### src/grc_params.svh
`ifndef GRC_PARAMS_SVH
`define GRC_PARAMS_SVH

// clock and generator switching time
`define GRC_CLK_PERIOD_NS 100
`define GRC_SETTLE_NS 500
`define GRC_SETTLE_CYC ((`GRC_SETTLE_NS + `GRC_CLK_PERIOD_NS - 1) / `GRC_CLK_PERIOD_NS)

// repetition counting
`define GRC_CNT_W 14
`define GRC_CNT_ZERO 14'h0000
`define GRC_CNT_ONE 14'h0001
`define GRC_CNT_MAX 14'h2710

// error codes, two's complement
`define GRC_ERR_W 16
`define GRC_ERR_NONE 16'h0000
`define GRC_ERR_INIT_IGNORED 16'hff2b
`define GRC_ERR_SETTINGS_CONFLICT 16'hff23

// generator slots
`define GRC_GEN_N 2
`define GRC_RADIO 1'b0
`define GRC_AUDIO 1'b1

`define GRC_RST_SYNC_INIT 2'b00

`endif

### src/grc_pkg.sv
`include "grc_params.svh"

package grc_pkg;

  typedef enum logic [1:0] {
    GRC_GEN_OFF = 2'h0,
    GRC_GEN_RUN = 2'h1,
    GRC_GEN_ERR = 2'h2
  } grc_gen_e;

  typedef enum logic [2:0] {
    GRC_OP_NONE = 3'h0,
    GRC_OP_GEN_START = 3'h1,
    GRC_OP_GEN_ABORT = 3'h2,
    GRC_OP_GEN_QUERY = 3'h3,
    GRC_OP_MEAS_INIT = 3'h4,
    GRC_OP_MEAS_STOP = 3'h5,
    GRC_OP_MEAS_ABORT = 3'h6,
    GRC_OP_MEAS_CONT = 3'h7
  } grc_op_e;

  typedef enum logic [1:0] {
    GRC_REP_ONE_PERIOD_MODE = 2'h0,
    GRC_REP_CONTINUOUS = 2'h1,
    GRC_REP_COUNTING = 2'h2
  } grc_rep_e;

  typedef enum logic [2:0] {
    GRC_MEAS_OFF = 3'h0,
    GRC_MEAS_RUN = 3'h1,
    GRC_MEAS_STEP = 3'h3,
    GRC_MEAS_RDY = 3'h2,
    GRC_MEAS_HALT = 3'h6
  } grc_meas_e;

  typedef struct packed {
    logic valid;
    grc_op_e op;
    logic target;
  } grc_cmd_s;

  typedef struct packed {
    grc_rep_e mode;
    logic [`GRC_CNT_W-1:0] count;
    logic step_en;
  } grc_rep_cfg_s;

  typedef struct packed {
    logic valid;
    logic err;
    logic [`GRC_ERR_W-1:0] err_code;
    grc_gen_e gen_status;
  } grc_rsp_s;

endpackage

### src/grc_gen_fsm.sv
`timescale 1ns/1ps
`include "grc_params.svh"

module grc_gen_fsm #(
  parameter int SETTLE_CYC = `GRC_SETTLE_CYC
) (
  input wire logic clk_i,
  input wire logic rst_n_i,
  input wire logic start_i,
  input wire logic abort_i,
  input wire logic grant_i,
  output grc_pkg::grc_gen_e state_o,
  output logic claim_o,
  output logic done_o,
  output logic fail_o
);
  import grc_pkg::*;

  localparam int CW = $clog2(SETTLE_CYC + 1);
  localparam int LAT = SETTLE_CYC + 1;

  grc_gen_e state_q;
  logic claim_q;
  logic done_q;
  logic fail_q;
  logic fail_pend_q;
  logic [CW-1:0] cnt_q;
  logic start_ok;
  logic start_bad;
  logic abort_ok;

  assign start_ok = start_i && state_q != GRC_GEN_RUN && grant_i;
  assign start_bad = start_i && state_q != GRC_GEN_RUN && !grant_i;
  assign abort_ok = abort_i && state_q == GRC_GEN_RUN;

  always_ff @(posedge clk_i or negedge rst_n_i) begin
    if (!rst_n_i) begin
      state_q <= GRC_GEN_OFF;
      claim_q <= 1'b0;
    end else if (start_ok) begin
      state_q <= GRC_GEN_RUN;
      claim_q <= 1'b1;
    end else if (start_bad) begin
      state_q <= GRC_GEN_ERR;
      claim_q <= 1'b0;
    end else if (abort_i && state_q != GRC_GEN_OFF) begin
      state_q <= GRC_GEN_OFF;
      claim_q <= 1'b0;
    end
  end

  // switching finishes one cycle after the settle time; ignored or refused commands finish two cycles after the command
  always_ff @(posedge clk_i or negedge rst_n_i) begin
    if (!rst_n_i) begin
      cnt_q <= '0;
    end else if (start_i || abort_i) begin
      cnt_q <= (start_ok || abort_ok) ? CW'(SETTLE_CYC) : CW'(1);
    end else if (cnt_q != '0) begin
      cnt_q <= cnt_q - CW'(1);
    end
  end

  always_ff @(posedge clk_i or negedge rst_n_i) begin
    if (!rst_n_i) begin
      done_q <= 1'b0;
      fail_q <= 1'b0;
      fail_pend_q <= 1'b0;
    end else begin
      done_q <= cnt_q == CW'(1);
      fail_q <= cnt_q == CW'(1) && fail_pend_q;
      if (start_bad) begin
        fail_pend_q <= 1'b1;
      end else if (cnt_q == CW'(1)) begin
        fail_pend_q <= 1'b0;
      end
    end
  end

  assign state_o = state_q;
  assign claim_o = claim_q;
  assign done_o = done_q;
  assign fail_o = fail_q;
endmodule

### src/grc_top.sv
`timescale 1ns/1ps
`include "grc_params.svh"

module grc_top (
  input wire logic sys_clk_i,
  input wire logic rst_n_i,
  input grc_pkg::grc_cmd_s cmd_i,
  input grc_pkg::grc_rep_cfg_s rep_cfg_i,
  input wire logic [`GRC_GEN_N-1:0] res_avail_i,
  input wire logic audio_uses_conn_i,
  input wire logic app_sel_i,
  input wire logic eval_done_i,
  output logic busy_o,
  output grc_pkg::grc_rsp_s rsp_o,
  output grc_pkg::grc_gen_e [`GRC_GEN_N-1:0] gen_status_o,
  output logic [`GRC_GEN_N-1:0] res_claim_o,
  output grc_pkg::grc_meas_e meas_state_o,
  output logic [`GRC_CNT_W-1:0] period_cnt_o,
  output logic results_valid_o,
  output logic result_upd_o,
  output logic event_o,
  output logic app_err_o
);
  import grc_pkg::*;

  ////////////////////////////////////////////////////////////////////////////
  // reset release

  logic [1:0] rst_sync_q;
  logic rst_n;

  always_ff @(posedge sys_clk_i or negedge rst_n_i) begin
    if (!rst_n_i) begin
      rst_sync_q <= `GRC_RST_SYNC_INIT;
    end else begin
      rst_sync_q <= {rst_sync_q[0], 1'b1};
    end
  end

  assign rst_n = rst_sync_q[1];

  ////////////////////////////////////////////////////////////////////////////
  // command intake and generators

  logic take;
  logic [`GRC_GEN_N-1:0] needs_conn;
  logic [`GRC_GEN_N-1:0] gen_start;
  logic [`GRC_GEN_N-1:0] gen_abort;
  logic [`GRC_GEN_N-1:0] gen_grant;
  logic [`GRC_GEN_N-1:0] gen_done;
  logic [`GRC_GEN_N-1:0] gen_fail;
  logic [`GRC_GEN_N-1:0] gen_claim;
  grc_gen_e [`GRC_GEN_N-1:0] gen_state;

  // commands are refused while a sequential one is still in flight
  assign take = cmd_i.valid && !busy_o;
  assign needs_conn = {audio_uses_conn_i, 1'b1};

  for (genvar g = 0; g < `GRC_GEN_N; g++) begin : g_gen
    localparam int OTHER = `GRC_GEN_N - 1 - g;
    assign gen_start[g] = take && cmd_i.op == GRC_OP_GEN_START && cmd_i.target == 1'(g);
    assign gen_abort[g] = take && cmd_i.op == GRC_OP_GEN_ABORT && cmd_i.target == 1'(g);
    // connector owned by the other slot makes this start fail when this slot needs the connector too
    assign gen_grant[g] = res_avail_i[g] && !(needs_conn[g] && needs_conn[OTHER] && gen_claim[OTHER]);

    grc_gen_fsm #(
      .SETTLE_CYC(`GRC_SETTLE_CYC)
    ) u_gen (
      .clk_i(sys_clk_i),
      .rst_n_i(rst_n),
      .start_i(gen_start[g]),
      .abort_i(gen_abort[g]),
      .grant_i(gen_grant[g]),
      .state_o(gen_state[g]),
      .claim_o(gen_claim[g]),
      .done_o(gen_done[g]),
      .fail_o(gen_fail[g])
    );
  end

  assign gen_status_o = gen_state;
  assign res_claim_o = gen_claim;

  ////////////////////////////////////////////////////////////////////////////
  // measurement repetition control

  grc_meas_e meas_q;
  grc_rep_e mode_q;
  logic step_q;
  logic [`GRC_CNT_W-1:0] lim_q;
  logic [`GRC_CNT_W-1:0] cnt_q;
  logic stop_pend_q;
  logic app_q;
  logic app_err_q;
  logic valid_q;
  logic upd_q;
  logic event_q;
  logic period_end;
  logic last_period;
  logic halt_req;
  logic app_hit;
  logic meas_live;
  logic op_init;
  logic op_stop;
  logic op_abort;
  logic op_cont;
  logic cont_ok;
  logic [`GRC_CNT_W-1:0] lim_d;

  assign op_init = take && cmd_i.op == GRC_OP_MEAS_INIT;
  assign op_stop = take && cmd_i.op == GRC_OP_MEAS_STOP;
  assign op_abort = take && cmd_i.op == GRC_OP_MEAS_ABORT;
  assign op_cont = take && cmd_i.op == GRC_OP_MEAS_CONT;
  assign meas_live = meas_q == GRC_MEAS_RUN || meas_q == GRC_MEAS_STEP;
  assign cont_ok = meas_q == GRC_MEAS_STEP || meas_q == GRC_MEAS_HALT || meas_q == GRC_MEAS_RDY;
  assign period_end = meas_q == GRC_MEAS_RUN && eval_done_i;
  assign last_period = mode_q == GRC_REP_ONE_PERIOD_MODE ||
                       (mode_q == GRC_REP_COUNTING && cnt_q + `GRC_CNT_ONE >= lim_q);
  assign halt_req = stop_pend_q || (op_stop && meas_q == GRC_MEAS_RUN);
  assign app_hit = app_sel_i != app_q && (gen_claim != '0) && meas_live;

  // out of range counts are clamped rather than refused
  assign lim_d = rep_cfg_i.count == `GRC_CNT_ZERO ? `GRC_CNT_ONE :
                 rep_cfg_i.count > `GRC_CNT_MAX ? `GRC_CNT_MAX : rep_cfg_i.count;

  always_ff @(posedge sys_clk_i or negedge rst_n) begin
    if (!rst_n) begin
      mode_q <= GRC_REP_ONE_PERIOD_MODE;
      step_q <= 1'b0;
      lim_q <= `GRC_CNT_ONE;
    end else if (op_init) begin
      mode_q <= rep_cfg_i.mode;
      step_q <= rep_cfg_i.step_en;
      lim_q <= lim_d;
    end
  end

  always_ff @(posedge sys_clk_i or negedge rst_n) begin
    if (!rst_n) begin
      meas_q <= GRC_MEAS_OFF;
    end else if (op_abort) begin
      meas_q <= GRC_MEAS_OFF;
    end else if (app_hit) begin
      meas_q <= GRC_MEAS_HALT;
    end else if (op_init || (op_cont && cont_ok)) begin
      meas_q <= GRC_MEAS_RUN;
    end else if (op_stop && meas_q == GRC_MEAS_STEP) begin
      meas_q <= GRC_MEAS_HALT;
    end else if (period_end) begin
      if (halt_req) begin
        meas_q <= GRC_MEAS_HALT;
      end else if (last_period) begin
        meas_q <= GRC_MEAS_RDY;
      end else if (step_q) begin
        meas_q <= GRC_MEAS_STEP;
      end else begin
        meas_q <= GRC_MEAS_RUN;
      end
    end
  end

  always_ff @(posedge sys_clk_i or negedge rst_n) begin
    if (!rst_n) begin
      stop_pend_q <= 1'b0;
    end else if (op_stop && meas_q == GRC_MEAS_RUN) begin
      stop_pend_q <= 1'b1;
    end else if (meas_q != GRC_MEAS_RUN) begin
      stop_pend_q <= 1'b0;
    end
  end

  // period counter restarts on init and on continue after a finished run
  always_ff @(posedge sys_clk_i or negedge rst_n) begin
    if (!rst_n) begin
      cnt_q <= `GRC_CNT_ZERO;
    end else if (op_init || (op_cont && meas_q == GRC_MEAS_RDY)) begin
      cnt_q <= `GRC_CNT_ZERO;
    end else if (period_end && cnt_q != `GRC_CNT_MAX) begin
      cnt_q <= cnt_q + `GRC_CNT_ONE;
    end
  end

  always_ff @(posedge sys_clk_i or negedge rst_n) begin
    if (!rst_n) begin
      valid_q <= 1'b0;
      upd_q <= 1'b0;
      event_q <= 1'b0;
    end else begin
      upd_q <= period_end && !op_abort && !app_hit;
      event_q <= period_end && !op_abort && !app_hit && !halt_req && (last_period || step_q);
      if (op_abort || op_init) begin
        valid_q <= 1'b0;
      end else if (period_end) begin
        valid_q <= 1'b1;
      end
    end
  end

  always_ff @(posedge sys_clk_i or negedge rst_n) begin
    if (!rst_n) begin
      app_q <= 1'b0;
      app_err_q <= 1'b0;
    end else begin
      app_q <= app_sel_i;
      if (app_hit) begin
        app_err_q <= 1'b1;
      end else if (op_init) begin
        app_err_q <= 1'b0;
      end
    end
  end

  assign meas_state_o = meas_q;
  assign period_cnt_o = cnt_q;
  assign results_valid_o = valid_q;
  assign result_upd_o = upd_q;
  assign event_o = event_q;
  assign app_err_o = app_err_q;

  ////////////////////////////////////////////////////////////////////////////
  // answers

  grc_rsp_s rsp_q;
  logic busy_q;
  logic stop_resolve;
  logic gen_fin;

  assign stop_resolve = stop_pend_q && meas_q != GRC_MEAS_RUN;
  assign gen_fin = gen_done != '0;

  always_ff @(posedge sys_clk_i or negedge rst_n) begin
    if (!rst_n) begin
      busy_q <= 1'b0;
    end else if (take && (cmd_i.op == GRC_OP_GEN_START || cmd_i.op == GRC_OP_GEN_ABORT || halt_req)) begin
      busy_q <= 1'b1;
    end else if (gen_fin || stop_resolve) begin
      busy_q <= 1'b0;
    end
  end

  always_ff @(posedge sys_clk_i or negedge rst_n) begin
    if (!rst_n) begin
      rsp_q <= '0;
    end else begin
      rsp_q <= '0;
      if (gen_fin) begin
        rsp_q.valid <= 1'b1;
        rsp_q.err <= gen_fail != '0;
        rsp_q.err_code <= gen_fail != '0 ? `GRC_ERR_INIT_IGNORED : `GRC_ERR_NONE;
        rsp_q.gen_status <= gen_done[`GRC_AUDIO] ? gen_state[`GRC_AUDIO] : gen_state[`GRC_RADIO];
      end else if (stop_resolve) begin
        rsp_q.valid <= 1'b1;
      end else if (take) begin
        unique case (cmd_i.op)
          GRC_OP_GEN_QUERY: begin
            rsp_q.valid <= 1'b1;
            rsp_q.gen_status <= gen_state[cmd_i.target];
          end
          GRC_OP_MEAS_INIT, GRC_OP_MEAS_ABORT: begin
            rsp_q.valid <= 1'b1;
          end
          GRC_OP_MEAS_STOP: begin
            if (meas_q == GRC_MEAS_STEP) begin
              rsp_q.valid <= 1'b1;
            end else if (meas_q != GRC_MEAS_RUN) begin
              rsp_q.valid <= 1'b1;
              rsp_q.err <= 1'b1;
              rsp_q.err_code <= `GRC_ERR_SETTINGS_CONFLICT;
            end
          end
          GRC_OP_MEAS_CONT: begin
            rsp_q.valid <= 1'b1;
            rsp_q.err <= !cont_ok;
            rsp_q.err_code <= cont_ok ? `GRC_ERR_NONE : `GRC_ERR_SETTINGS_CONFLICT;
          end
          GRC_OP_NONE, GRC_OP_GEN_START, GRC_OP_GEN_ABORT: begin
          end
        endcase
      end
    end
  end

  assign busy_o = busy_q;
  assign rsp_o = rsp_q;

  logic quiet;
  assign quiet = !take && !app_hit;
endmodule
### config.mk
export PLATFORM = sky130hd
export DESIGN_NAME = grc_top
export DESIGN_NICKNAME = d
export VERILOG_FILES = /design/src/grc_pkg.sv /design/src/grc_gen_fsm.sv /design/src/grc_top.sv
export VERILOG_INCLUDE_DIRS = /design/src
export SDC_FILE = /design/constraint.sdc
export NUM_CORES = 1
export LEC_CHECK = 0
export ABC_AREA = 1
export BUFFER_PORTS_ARGS = -buffer_cell sky130_fd_sc_hd__buf_2
export CAP_MARGIN = 20
export CELL_PAD_IN_SITES_DETAIL_PLACEMENT = 1
export CELL_PAD_IN_SITES_GLOBAL_PLACEMENT = 2
export CORE_MARGIN = 1
export CORE_UTILIZATION = 32
export CTS_BUF_LIST = sky130_fd_sc_hd__clkbuf_8 sky130_fd_sc_hd__clkbuf_16
export CTS_CLUSTER_SIZE = 12
export DETAILED_ROUTE_END_ITERATION = 12
export PLACE_DENSITY = 0.79
export SLEW_MARGIN = 20
export SYNTH_ARGS = -nofsm -noshare
export SYNTH_HDL_FRONTEND = slang
export SYNTH_SLANG_ARGS = --single-unit
### constraint.sdc
create_clock -name sys_clk_i -period 2.55 [get_ports sys_clk_i]
set_input_delay 0.1275 -clock sys_clk_i [delete_from_list [all_inputs] [get_ports sys_clk_i]]
set_output_delay 0.1275 -clock sys_clk_i [all_outputs]
set_load 0.01 [all_outputs]
# After elaboration in Yosys (flattened, before gate mapping)

Index checks and enable logic that the tools add are counted.
W data, S select, Z words.

Order comparisons: 3
Shift operators: 0
Add/sub/neg operators: 3
Bitwise logic cells: 1
Div/mod/pow operators: 0
Mux-type cells: 57
Multipliers: 0
Reduce and logical (&&, ||, !) cells: 89
Equality and inequality tests: 21

Operators with widths:

| cell                    | count |
|---|---|
| $mux W14                | 4 |
| $logic_and A1 B1 Y1     | 42 |
| $mux W20                | 2 |
| $mux W3                 | 12 |
| $pmux W17 S2            | 1 |
| $mux W16                | 2 |
| $reduce_bool A2 Y1      | 14 |
| $mux W2                 | 12 |
| $mux W1                 | 20 |
| $mux W19                | 1 |
| $mux W18                | 1 |
| $mux W17                | 1 |
| $logic_or A1 B1 Y1      | 16 |
| $eq A3 B3 Y1 const B    | 5 |
| $add A14 B1 Y14 const B | 1 |
| $ge A14 B14 Y1          | 1 |
| $gt A14 B14 Y1 const B  | 1 |
| $logic_not A14 Y1       | 1 |
| $ne A14 B14 Y1 const B  | 1 |
| $eq A3 B1 Y1 const B    | 4 |
| $eq A3 B2 Y1 const B    | 4 |
| $reduce_bool A3 Y1      | 4 |
| $logic_not A1 Y1        | 9 |
| $sub A3 B1 Y3 const B   | 2 |
| 11 further kinds        | 13 |

Bits in registers: 81
Latch bits: 0
RAM bits: 0
ROM bits: 0
Memories: 0

# Logic depth before layout (Yosys ltp)

Gate-level depths: netlist of run 1.

Word-level depth: 11
Gate-level depth with buffers: 18

# Cells and area by module

From an unflattened synthesis of run 1, not the netlist that was laid out.

Cells, all modules: 523
Area total of the unflattened synthesis: 3,967.6 µm²

By module, submodules not included:

| module      | times used | area each (µm²) | seq. area each (µm²) | cells each |
|---|---|---|---|---|
| grc_top     | 1          | 3,164.3         | 1,202.4              | 433 |
| grc_gen_fsm | 2          | 401.6           | 200.2                | 45 |

# Worst setup path before layout of run 1

Ideal clock, no wire load.

Path type: register to register
Start point: register cnt_q[0] (netlist: period_cnt_o[0])
End point: register meas_q[0] (netlist: meas_state_o[0])
Clock period less this slack: 2,394 ps
Arrival time: 2,276 ps
Stages on the path, launching flop included: 18
Buffers on the path: 0
Setup slack: 156 ps
Required time: 2,432 ps
Cells stage by stage: dfrtp_1 ha_1 nand2_1 nor2_2 nand3_2 nor2_1 nand2_1 xor2_1 ha_1 nand2_1 nor2_1 nand2_1 nor2_1 nand2_1 nand3_1 nand3_1 nand3b_1 nand2_1

Word-level cells in the longest chain between the ends: 11

RTL lines:

| item                      | RTL line       | text |
|---|---|---|
| start: declaration        | grc_top.sv:91  | `` logic [`GRC_CNT_W-1:0] cnt_q; `` |
| start signal: assignment  | grc_top.sv:175 | `` cnt_q <= `GRC_CNT_ZERO; `` |
| start signal: assignment  | grc_top.sv:177 | `` cnt_q <= `GRC_CNT_ZERO; `` |
| start signal: assignment  | grc_top.sv:179 | `` cnt_q <= cnt_q + `GRC_CNT_ONE; `` |
| $add A14 B1 Y14 (no line) | --             |  |
| $ge A14 B14 Y1            | grc_top.sv:118 | `` (mode_q == GRC_REP_COUNTING && cnt_q + `GRC_CNT_ONE >= lim_q); `` |
| $logic_and A1 B1 Y1       | grc_top.sv:118 |  |
| $logic_or A1 B1 Y1        | grc_top.sv:117 | `assign last_period = mode_q == GRC_REP_ONE_PERIOD_MODE \|\|` |
| $mux W2                   | grc_top.sv:152 | `end else if (last_period) begin` |
| $mux W3                   | grc_top.sv:150 | `if (halt_req) begin` |
| $mux W3                   | grc_top.sv:149 | `end else if (period_end) begin` |
| $mux W3                   | grc_top.sv:147 | `end else if (op_stop && meas_q == GRC_MEAS_STEP) begin` |
| $mux W3                   | grc_top.sv:145 | `end else if (op_init \|\| (op_cont && cont_ok)) begin` |
| $mux W3                   | grc_top.sv:143 | `end else if (app_hit) begin` |
| $mux W3                   | grc_top.sv:141 | `end else if (op_abort) begin` |
| end signal: assignment    | grc_top.sv:142 | `meas_q <= GRC_MEAS_OFF;` |
| end signal: assignment    | grc_top.sv:144 | `meas_q <= GRC_MEAS_HALT;` |
| end signal: assignment    | grc_top.sv:146 | `meas_q <= GRC_MEAS_RUN;` |
| end: declaration          | grc_top.sv:87  | `grc_meas_e meas_q;` |

No other way between the ends. The select of a mux whose other input is x is not followed.
A chain may end at the register's enable or synchronous reset.

# Worst setup path in the final report of run 1

Start point: register cnt_q[1] (netlist: period_cnt_o[1])
End point: register meas_q[0] (netlist: meas_state_o[0])

Same word-level chain as after synthesis.

==> results.ini, run 1 <==
[die]
initial_core_util=0.334
dieWidth_um=112
coreArea_um2=11600
core.rowCount=39
dieArea_um2=12500
die_h_um=112
ios=77

[final_layout]
antenna_cells=0
fin_util=0.407
layout-drive-gt1-share=0.249
final_cell_count_no_fill=725
fill_cells=1452
synthToLayoutAreaGrowth_pct=22.2
nets=629
fin_area_um2=4730

[logic_synthesis]
synthDistinctLibCells=37
syn-cell-area_um2=3870
yosysTopAreaCell=dfrtp_1
synth_top_area_share=0.407
avgSynthCellArea_um2=7.75
yosys-top-cells-area=dfrtp_1 (41%), nand2_1 (11%), inv_1 (7.8%), ha_1 (7.1%), o21ai_0 (4.5%)
ys_seq_area_frac=0.414
synthCells=500
async_reset_ff_frac=1.00
synth_flop_cell=dfrtp_1
synth-edff-count=0
ys_seq_elements=64
yosysWarningCount=0

[sta]
finalSetupViolations=0
hold_violations=0
clock_skew_ns=0.00529
worstMarginPinSlew_ns=0.836
rsz0062_at_grt=true
slew_headroom=0.443
max_freq_mhz=412
maxSlewViolCount=0
layout_min_cycle_time_ns=2.43
period_share=0.951

[clock_network]
clk_latency_ns=0.34
clkTransAtPathRegs_ns=0.05
cts-root-buf=clkbuf_16
tritoncts=done
clk_path_buf_depth=2
cts_buffers=9
clock_sinks=64
cts_max_level=3

[pwr]
pwr-share-clk=0.220
seq_power_share=0.331
power_frac_comb=0.449
switching_share=0.422
vdd_ir_drop_max_v=0.000440
internal_power_w=0.00290
netSwitchingPower_w=0.00212
finalPower_w=0.00503
leakage_nw=2.57
powerDensity_nw_per_um2=1060

[placed_design]
placed_area_um2=4280
dp_hpwl_um=7770
placed_cells=698
portBuffers=72
place.gp.congestion=0.825

[setup_path]
crit_chain=ha_2, nand2_2, nor2_4, nand3_4, nor2_4, nand2_2, xor2_1, ha_1, nand2_2, nor2_4, nand2_2, nor2_2, nand2_1, nand3_2, nand3_2, nand3b_1, nand2_1
cp.buffers_inverters=0
cp-end-kind=register
cp_common_cell=nand2_2
critical-path-top-delay-family=simple AND/OR/NAND/NOR gates
slowest_delay_ns=0.41
required_ns=2.78
cp_slowest_cell=dfrtp_1
cp-start-kind=register
criticalPathCategory=register to register
arrival_ns=2.65
critical_path_peak_fanout=4

[routing]
drtIter0Drc=66
wire_per_inst_um=14.2
ant_nets=0
drtPass1Iterations=8
vias_per_cell=4.66
drt_wl_total_um=10300
drc=3
routed-via-count=3379

[run_status]
status=finished with violations
violations=design-rule violations

[hold_path]
worstHoldPathType=input pin to register

[global_route]
grt_pass1_wl_um=17000
antenna_found_initial=0
track_usage=0.176
grt_pass1_vias=3562
grt_max_degree=63
grt.overflow.total=0

[flow_run]
drv_cap=0

==> layer usage <==
metal	up-vias	wire length, um	global-route usage
met5	-	0	0
li1	1706	-	-
met2	48	5100	0.298
met4	0	157	0.0693
met3	12	308	0.0378
met1	1613	4700	0.218
==> cells in the mapped netlist, types with 3 or more instances <==
master     n
nand2_1  113
nand3_2    3
ha_1      22
nor2_2     6
inv_2      4
dfrtp_1   63
nand4_1    5
o21ai_0   35
a21oi_1   14
o21ai_1    8
xor2_1     9
inv_1     81
nand2_2    7
buf_4     19
o31ai_1    4
nor2_1    39
nand3_1   28
o21ai_2    4
nor3_1    10
==> flip-flops by register name (all words and copies together) (netlist names), 2 cells and up <==
| register | flops |
|---|---|
| meas_state_o | 3 |
| g_gen.u_gen.state_o | 4 |
| g_gen.u_gen.fail_pend_q | 2 |
| period_cnt_o | 14 |
| rsp_o | 5 |
| g_gen.u_gen.done_o | 2 |
| g_gen.u_gen.cnt_q | 6 |
| rst_sync_q | 2 |
| lim_q | 14 |
| g_gen.u_gen.fail_o | 2 |
| mode_q | 2 |
==> cells in the final DEF, fill, tap and decap left out, drive strengths merged <==
master / netlist / routed
a21oi: 14 / 14
a31oi: 2 / 2
buf: 22 / 83
clkbuf: 2 / 10
clkinv: 1 / 1
conb: 2 / 5
dfrtp: 63 / 63
dfstp: 1 / 1
dlygate4sd3: 0 / 5
ha: 22 / 22
inv: 86 / 91
nand2: 121 / 121
nand3: 31 / 31
nand3b: 1 / 1
nand4: 5 / 5
nor2: 48 / 48
nor3: 12 / 12
nor4: 1 / 1
o21a: 1 / 1
o21ai: 47 / 47
o221ai: 1 / 1
o31ai: 4 / 4
or2: 2 / 2
xnor2: 2 / 2
xor2: 9 / 9
==> timing repair <==
| item | 4_1_cts | 5_1_grt |
|---|---|---|
| endpoints found under the setup margin | 2 | 3 |
| endpoints found under the hold margin | 6 | 0 |
| cloned | 0 | 0 |
| pin swaps | 0 | 12 |
| resized for setup | 1 | 23 |
| hold buffers | 5 | 0 |
| setup buffers | 0 | 7 |
==> through the flow <==
stage          hold slack, ns  setup TNS, ns  setup WS (ns)
6_report               0.0314              0          0.124
2_1_floorplan          -0.168              0          0.156
3_3_place_gp          -0.0875              0          0.138
4_1_cts                0.0139              0         0.0284
3_5_place_dp          -0.0864       -0.00982       -0.00560
5_1_grt                0.0318         -0.179        -0.0991
==> kinds of logic after synthesis <==
family / share of synthesized area
adder cells (fa/ha/maj): 0.0711
buffers and inverters: 0.131
flip-flops: 0.414
XOR/XNOR: 0.0249
AND/OR/NAND/NOR: 0.259
AO/OA/AOI/OAI: 0.0979
other: 0.00194
==> area by class of cell <==
class / count / area (um^2) / share of cell area
clock buffer: 10 / 239 / 0.0505
clock inverter: 5 / 20.0 / 0.00423
inverter: 87 / 332 / 0.0701
multi-input combinational: 328 / 1860 / 0.393
sequential: 64 / 1600 / 0.339
tap: 143 / 179 / 0.0378
timing repair buffer: 88 / 497 / 0.105
==> power by group through the flow <==
| stage | clock [W] | combinational, W | sequential (W) |
|---|---|---|---|
| floorplan | 0 | 0.00144 | 0.00173 |
| global placement | 0 | 0.00209 | 0.00167 |
| detailed placement | 0 | 0.00216 | 0.00168 |
| CTS | 0.00114 | 0.00218 | 0.00167 |
| global route | 0.00118 | 0.00260 | 0.00173 |
| finish | 0.00110 | 0.00226 | 0.00166 |
==> path summary, 6_finish.rpt <==
kind	startpoint	cells past startpoint	to	slack, ns
setup / recovery	period_cnt_o[1]	17	meas_state_o[0]	0.12
hold / removal	rep_cfg_i[1]	3	lim_q[0]	0.03
setup reg to reg	period_cnt_o[1]	17	meas_state_o[0]	0.12
hold reg to reg	rst_sync_q[0]	0	rst_sync_q[1]	0.35
max in group asynchronous	rst_sync_q[1]	1	period_cnt_o[2]	1.55
min in group asynchronous	rst_n_i	2	rst_sync_q[1]	0.09
==> tightest hold or removal path, delay by kind of cell <==
| kind | cells | cell delay [ns] |
|---|---|---|
| compound gates | 1 | 0.06 |
| simple gates | 1 | 0.07 |
| buf+inv | 1 | 0.10 |
Power figures use the tool's default switching activity.
==> run 2: changes to the inputs <==
--- a/config.mk
+++ b/config.mk
@@ -12,11 +12,11 @@
 export CELL_PAD_IN_SITES_DETAIL_PLACEMENT = 1
 export CELL_PAD_IN_SITES_GLOBAL_PLACEMENT = 2
 export CORE_MARGIN = 1
-export CORE_UTILIZATION = 32
-export CTS_BUF_LIST = sky130_fd_sc_hd__clkbuf_8 sky130_fd_sc_hd__clkbuf_16
+export CORE_UTILIZATION = 33
+export CTS_BUF_LIST = sky130_fd_sc_hd__clkbuf_8
 export CTS_CLUSTER_SIZE = 12
 export DETAILED_ROUTE_END_ITERATION = 12
-export PLACE_DENSITY = 0.79
+export PLACE_DENSITY = 0.81
 export SLEW_MARGIN = 20
 export SYNTH_ARGS = -nofsm -noshare
 export SYNTH_HDL_FRONTEND = slang
==> results.ini, run 2 (same netlist as run 1, synthesis figures left out) <==
[setup_path]
critical-path-top-delay-family=simple AND/OR/NAND/NOR gates  ; unchanged
cp_common_cell=nand2_1  ; was nand2_2
ff2ff_setup_slack_ns=0.11  ; was 0.12 ns
slowest_delay_ns=0.43  ; was 0.41 ns
arrival_ns=2.68  ; was 2.65 ns
cp-start-kind=register  ; unchanged
cp-end-kind=register  ; unchanged
timing.rr.start=period_cnt_o[1]  ; unchanged
cp_slowest_cell=dfrtp_1  ; unchanged
criticalPathCategory=register to register  ; unchanged
required_ns=2.79  ; was 2.78 ns
cp-startpoint=period_cnt_o[1]  ; unchanged
crit_chain=ha_4, nand2_4, nor2_4, nand3_4, nor2_4, nand2_2, xor2_2, ha_1, nand2_2, nor2_2, nand2_1, nand2_1, nor2_1, nand3_2, nand3_2, nand2_1, nand2_1, nand2_1  ; was ha_2, nand2_2, nor2_4, nand3_4, nor2_4, nand2_2, xor2_1, ha_1, nand2_2, nor2_4, nand2_2, nor2_2, nand2_1, nand3_2, nand3_2, nand3b_1, nand2_1
cp.buffers_inverters=0  ; unchanged
critical_path_peak_fanout=3  ; was 4

[global_route]
grt_pass1_wl_um=16800  ; was 17000 um
grt_pass1_vias=3554  ; was 3562
track_usage=0.182  ; was 0.176
grt_max_degree=37  ; was 63
antenna_found_initial=0  ; unchanged
grt.overflow.total=0  ; unchanged

[sta]
slew_headroom=0.574  ; was 0.443
hold_violations=0  ; unchanged
clock_skew_ns=0.0127  ; was 0.00529 ns
finalSetupViolations=0  ; unchanged
layout_min_cycle_time_ns=2.44  ; was 2.43 ns
period_share=0.955  ; was 0.951
max_freq_mhz=411  ; was 412 MHz
maxSlewViolCount=0  ; unchanged
worstMarginPinSlew_ns=0.639  ; was 0.836 ns
rsz0062_at_grt=true  ; unchanged

[pwr]
finalPower_w=0.00506  ; was 0.00503 W
vdd_ir_drop_max_v=0.000493  ; was 0.000440 V
powerDensity_nw_per_um2=1060  ; about the same
leakage_nw=2.55  ; was 2.57 nW

[clock_network]
cts-root-buf=clkbuf_8  ; was clkbuf_16
clkTransAtPathRegs_ns=0.08  ; was 0.05 ns
clk_latency_ns=0.36  ; was 0.34 ns
tritoncts=done  ; unchanged
cts_max_level=3  ; unchanged
clk_path_buf_depth=2  ; unchanged
cts_buffers=9  ; unchanged
clock_sinks=64  ; unchanged

[placed_design]
place.gp.congestion=0.829  ; was 0.825
portBuffers=72  ; unchanged
placed_cells=697  ; was 698
dp_hpwl_um=7880  ; was 7770 um

[routing]
wire_per_inst_um=14.3  ; was 14.2 um
drtPass1Iterations=4  ; was 8
routed-via-count=3401  ; was 3379
drc=0  ; was 3
ant_nets=0  ; unchanged
drtIter0Drc=98  ; was 66
vias_per_cell=4.69  ; was 4.66
drt_wl_total_um=10400  ; was 10300 um

[die]
die_h_um=110  ; was 112 um
dieArea_um2=12200  ; was 12500 um^2
dieWidth_um=110  ; was 112 um
core.rowCount=39  ; unchanged
ios=77  ; unchanged
coreArea_um2=11400  ; was 11600 um^2
initial_core_util=0.339  ; was 0.334

[run_status]
status=finished, final reports clean  ; was finished with violations

[final_layout]
fill_cells=1429  ; was 1452
nets=628  ; was 629
layout-drive-gt1-share=0.258  ; was 0.249
synthToLayoutAreaGrowth_pct=23.0  ; was 22.2%
final_cell_count_no_fill=725  ; unchanged
final_common_cell=nand2_1  ; unchanged
final_cell_mix=nand2_1 (109), inv_1 (80), buf_2 (72), dfrtp_1 (60), nor2_1 (36)  ; was nand2_1 (108), inv_1 (85), buf_2 (72), dfrtp_1 (62), nor2_1 (35)
antenna_cells=0  ; unchanged

[hold_path]
worstHoldPathType=input pin to register  ; unchanged
min-delay-start=rep_cfg_i[2]  ; was rep_cfg_i[1]

[flow_run]
drv_cap=0  ; unchanged

[run 2: final timing paths]
kind / endpoint / depth (start not counted)
hold / removal: lim_q[1] / 3
max in group asynchronous: period_cnt_o[8] / 1
setup / recovery: meas_state_o[1] / 18
min in group asynchronous: rst_sync_q[0] / 2
hold reg to reg: results_valid_o / 0
setup reg to reg: meas_state_o[1] / 18
[run 2: what timing repair did]
action                                  4_1_cts  5_1_grt
hold buffers                                  6        0
gates resized for setup                       0       29
pin swaps                                     0       19
hold endpoints to repair                      7        0
endpoints found under the setup margin        2        3
buffers inserted                              1        5
gates cloned                                  0        0
[run 2: cell type report]
type	count	area, um^2	area share
multi-input cells	328	1900	0.399
flip-flops and latches	64	1610	0.337
repair buffers	87	504	0.106
inverters	87	332	0.0696
well taps	143	179	0.0376
clock buffers	9	124	0.0260
clock inverters	7	120	0.0252
[run 2: report_power, final]
part	internal, W	switching (W)	total (W)
Combinational	0.000848	0.00142	0.00227
Sequential	0.00140	0.000302	0.00170
Clock	0.000651	0.000442	0.00109
Total	0.00290	0.00217	0.00506
[run 2: per-stage QoR]
stage | area, um^2 | setup slack, ns | utilization | hold slack (ns) | setup TNS, ns
final | 4760 | 0.115 | 0.417 | 0.0360 | 0
after global routing | 4760 | -0.107 | 0.417 | 0.0395 | -0.201
after CTS | 4590 | 0.0341 | 0.402 | 0.0160 | 0
after detailed placement | 4280 | 0.0366 | 0.375 | -0.0848 | 0
after global placement | 4280 | 0.128 | 0.375 | -0.0864 | 0
after floorplan | 3880 | 0.156 | - | -0.168 | 0
[run 2: worst register-to-register path: cells and delay by family (launching register included)]
kind / cells / cell delay (ns)
xor+xnor: 1 / 0.16
fa+ha+maj: 2 / 0.50
flops: 1 / 0.43
simple gates: 15 / 1.26
[run 2: layer usage]
layer  vias to the layer above  routed length [um]  GRT usage
met5                         -                   0          0
met4                         0                 143     0.0592
met3                        12                 292     0.0353
met2                        49                5250      0.316
met1                      1636                4680      0.227
li1                       1704                   -          -
==> run 3: changes to the inputs <==
--- a/config.mk
+++ b/config.mk
@@ -17,6 +17,7 @@
 export CTS_CLUSTER_SIZE = 12
 export DETAILED_ROUTE_END_ITERATION = 12
 export PLACE_DENSITY = 0.81
+export SETUP_SLACK_MARGIN = 0.4
 export SLEW_MARGIN = 20
 export SYNTH_ARGS = -nofsm -noshare
 export SYNTH_HDL_FRONTEND = slang
==> results.ini, run 3 (same netlist as run 1, synthesis figures left out) <==
[run_status]
status=finished, final reports clean  ; unchanged

[global_route]
grt_max_degree=63  ; was 37
track_usage=0.182  ; about the same
grt_pass1_wl_um=16700  ; was 16800 um
grt_pass1_vias=3547  ; was 3554
antenna_found_initial=0  ; unchanged
grt.overflow.total=0  ; unchanged

[die]
dieArea_um2=12200  ; unchanged
die_h_um=110  ; unchanged
coreArea_um2=11400  ; unchanged
dieWidth_um=110  ; unchanged
core.rowCount=39  ; unchanged
ios=77  ; unchanged
initial_core_util=0.339  ; unchanged

[routing]
ant_nets=0  ; unchanged
drtPass1Iterations=4  ; unchanged
vias_per_cell=4.68  ; was 4.69
wire_per_inst_um=14.0  ; was 14.3 um
drt_wl_total_um=10200  ; was 10400 um
routed-via-count=3413  ; was 3401
drc=0  ; unchanged
drtIter0Drc=63  ; was 98

[sta]
maxSlewViolCount=0  ; unchanged
finalSetupViolations=0  ; unchanged
period_share=0.900  ; was 0.955
worstMarginPinSlew_ns=0.490  ; was 0.639 ns
hold_violations=0  ; unchanged
clock_skew_ns=0.00803  ; was 0.0127 ns
max_freq_mhz=436  ; was 411 MHz
rsz0062_at_grt=true  ; unchanged
tns_ns=0  ; unchanged
layout_min_cycle_time_ns=2.29  ; was 2.44 ns
slew_headroom=0.670  ; was 0.574

[final_layout]
final_cell_mix=nand2_1 (108), inv_1 (81), buf_2 (72), dfrtp_1 (57)  ; was nand2_1 (109), inv_1 (80), buf_2 (72), dfrtp_1 (60), nor2_1 (36)
nets=633  ; was 628
fill_cells=1459  ; was 1429
synthToLayoutAreaGrowth_pct=23.5  ; was 23.0%
antenna_cells=0  ; unchanged
fin_util=0.419  ; was 0.417
final_common_cell=nand2_1  ; unchanged
layout-drive-gt1-share=0.267  ; was 0.258

[flow_run]
drv_cap=0  ; unchanged

[clock_network]
cts_max_level=3  ; unchanged
clock_sinks=64  ; unchanged
cts-root-buf=clkbuf_8  ; unchanged
clkTransAtPathRegs_ns=0.07  ; was 0.08 ns
tritoncts=done  ; unchanged
clk_path_buf_depth=2  ; unchanged
cts_buffers=9  ; unchanged
clk_latency_ns=0.35  ; was 0.36 ns

[placed_design]
dp_hpwl_um=7820  ; was 7880 um
place.gp.congestion=0.845  ; was 0.829
portBuffers=72  ; unchanged

[setup_path]
arrival_ns=2.54  ; was 2.68 ns
required_ns=2.79  ; about the same
crit_chain=ha_4, nand2_2, nor2_4, nand3_4, nor2_4, nand2_2, xor2_2, ha_1, nand2_2, nor2_4, nand2_2, nor2_1, nand2_1, nand3_2, nand3_2, nand3b_1, nand2_1  ; was ha_4, nand2_4, nor2_4, nand3_4, nor2_4, nand2_2, xor2_2, ha_1, nand2_2, nor2_2, nand2_1, nand2_1, nor2_1, nand3_2, nand3_2, nand2_1, nand2_1, nand2_1
ff2ff_setup_slack_ns=0.26  ; was 0.11 ns
cp.buffers_inverters=0  ; unchanged
cp_slowest_cell=dfrtp_2  ; was dfrtp_1
slowest_delay_ns=0.40  ; was 0.43 ns
timing.rr.start=period_cnt_o[1]  ; unchanged
critPathCapture=meas_state_o[0]  ; was meas_state_o[1]
worstRegToRegCells=17  ; was 18
cp.depth=17  ; was 18
cp-end-kind=register  ; unchanged
cp-startpoint=period_cnt_o[1]  ; unchanged
cp-start-kind=register  ; unchanged
cp_common_cell=nand2_2  ; was nand2_1
critical_path_peak_fanout=3  ; unchanged
critical-path-top-delay-family=simple AND/OR/NAND/NOR gates  ; unchanged
criticalPathCategory=register to register  ; unchanged
reg2reg_to=meas_state_o[0]  ; was meas_state_o[1]

[hold_path]
worstHoldPathType=input pin to register  ; unchanged

[pwr]
vdd_ir_drop_max_v=0.000381  ; was 0.000493 V
powerDensity_nw_per_um2=1050  ; was 1060 nW/um^2
leakage_nw=2.56  ; was 2.55 nW

-- run 3: changes by cell type in the layout (fill, tap and decap cells not counted), sizes merged --
| cell | before | now |
|---|---|---|
| buf | 81 | 86 |
| clkinv | 3 | 4 |
| inv | 87 | 86 |
-- run 3: worst min-delay path, cell delays in order --
cell and delay, ns:
buf_2 0.09, nand3_1 0.06, o21ai_0 0.07
-- run 3: where the power goes --
part	total (W)	switching (W)	internal [W]
sequential	0.00168	0.000276	0.00140
combinational	0.00225	0.00141	0.000836
clock	0.00108	0.000434	0.000651
total	0.00501	0.00212	0.00289
-- run 3: layer usage --
metal,share of wire,track usage
met1,0.45,0.216
met2,0.51,0.323
met4,0.012,0.0508
met5,0,0
met3,0.033,0.0459
-- run 3: layout make-up --
class | count | area, um^2 | area share
clock buffers | 9 | 124 | 0.0259
clock inverters | 7 | 120 | 0.0251
inverters | 87 | 332 | 0.0693
multi-input cells | 328 | 1880 | 0.393
flip-flops and latches | 64 | 1610 | 0.336
well taps | 143 | 179 | 0.0374
repair buffers | 92 | 538 | 0.112
-- run 3: timing repair --
item / 4_1_cts / 5_1_grt
endpoints found under the hold margin: 7 / 0
setup buffers: 9 / 3
hold buffers: 6 / 0
gates resized for setup: 10 / 12
pin swaps: 9 / 3
setup endpoints to repair: 3 / 11
-- run 3: worst min-delay path by stage --
stage | cells after the start | to | slack, ns | start
2_1_floorplan | 0 | rst_sync_q[0] | -0.17 | rst_n_i
3_3_place_gp | 1 | rst_sync_q[0] | -0.09 | rst_n_i
3_5_place_dp | 1 | rst_sync_q[0] | -0.08 | rst_n_i
4_1_cts | 3 | lim_q[1] | 0.02 | rep_cfg_i[2]
5_1_grt | 3 | lim_q[3] | 0.03 | rep_cfg_i[4]
6_report | 3 | lim_q[2] | 0.03 | rep_cfg_i[3]
-- run 3: through the flow --
| stage | std cells | instance area, um^2 | power (W) | setup WS, ns | hold WS [ns] |
|---|---|---|---|---|---|
| after floorplan | 503 | 3910 | 0.00319 | 0.282 | -0.168 |
| after global placement | 696 | 4300 | 0.00375 | 0.188 | -0.0877 |
| after detailed placement | 696 | 4300 | 0.00385 | 0.0677 | -0.0836 |
| after CTS | 727 | 4710 | 0.00505 | 0.230 | 0.0163 |
| after global routing | 730 | 4790 | 0.00549 | 0.0590 | 0.0258 |
| final | 730 | 4790 | 0.00501 | 0.256 | 0.0284 |
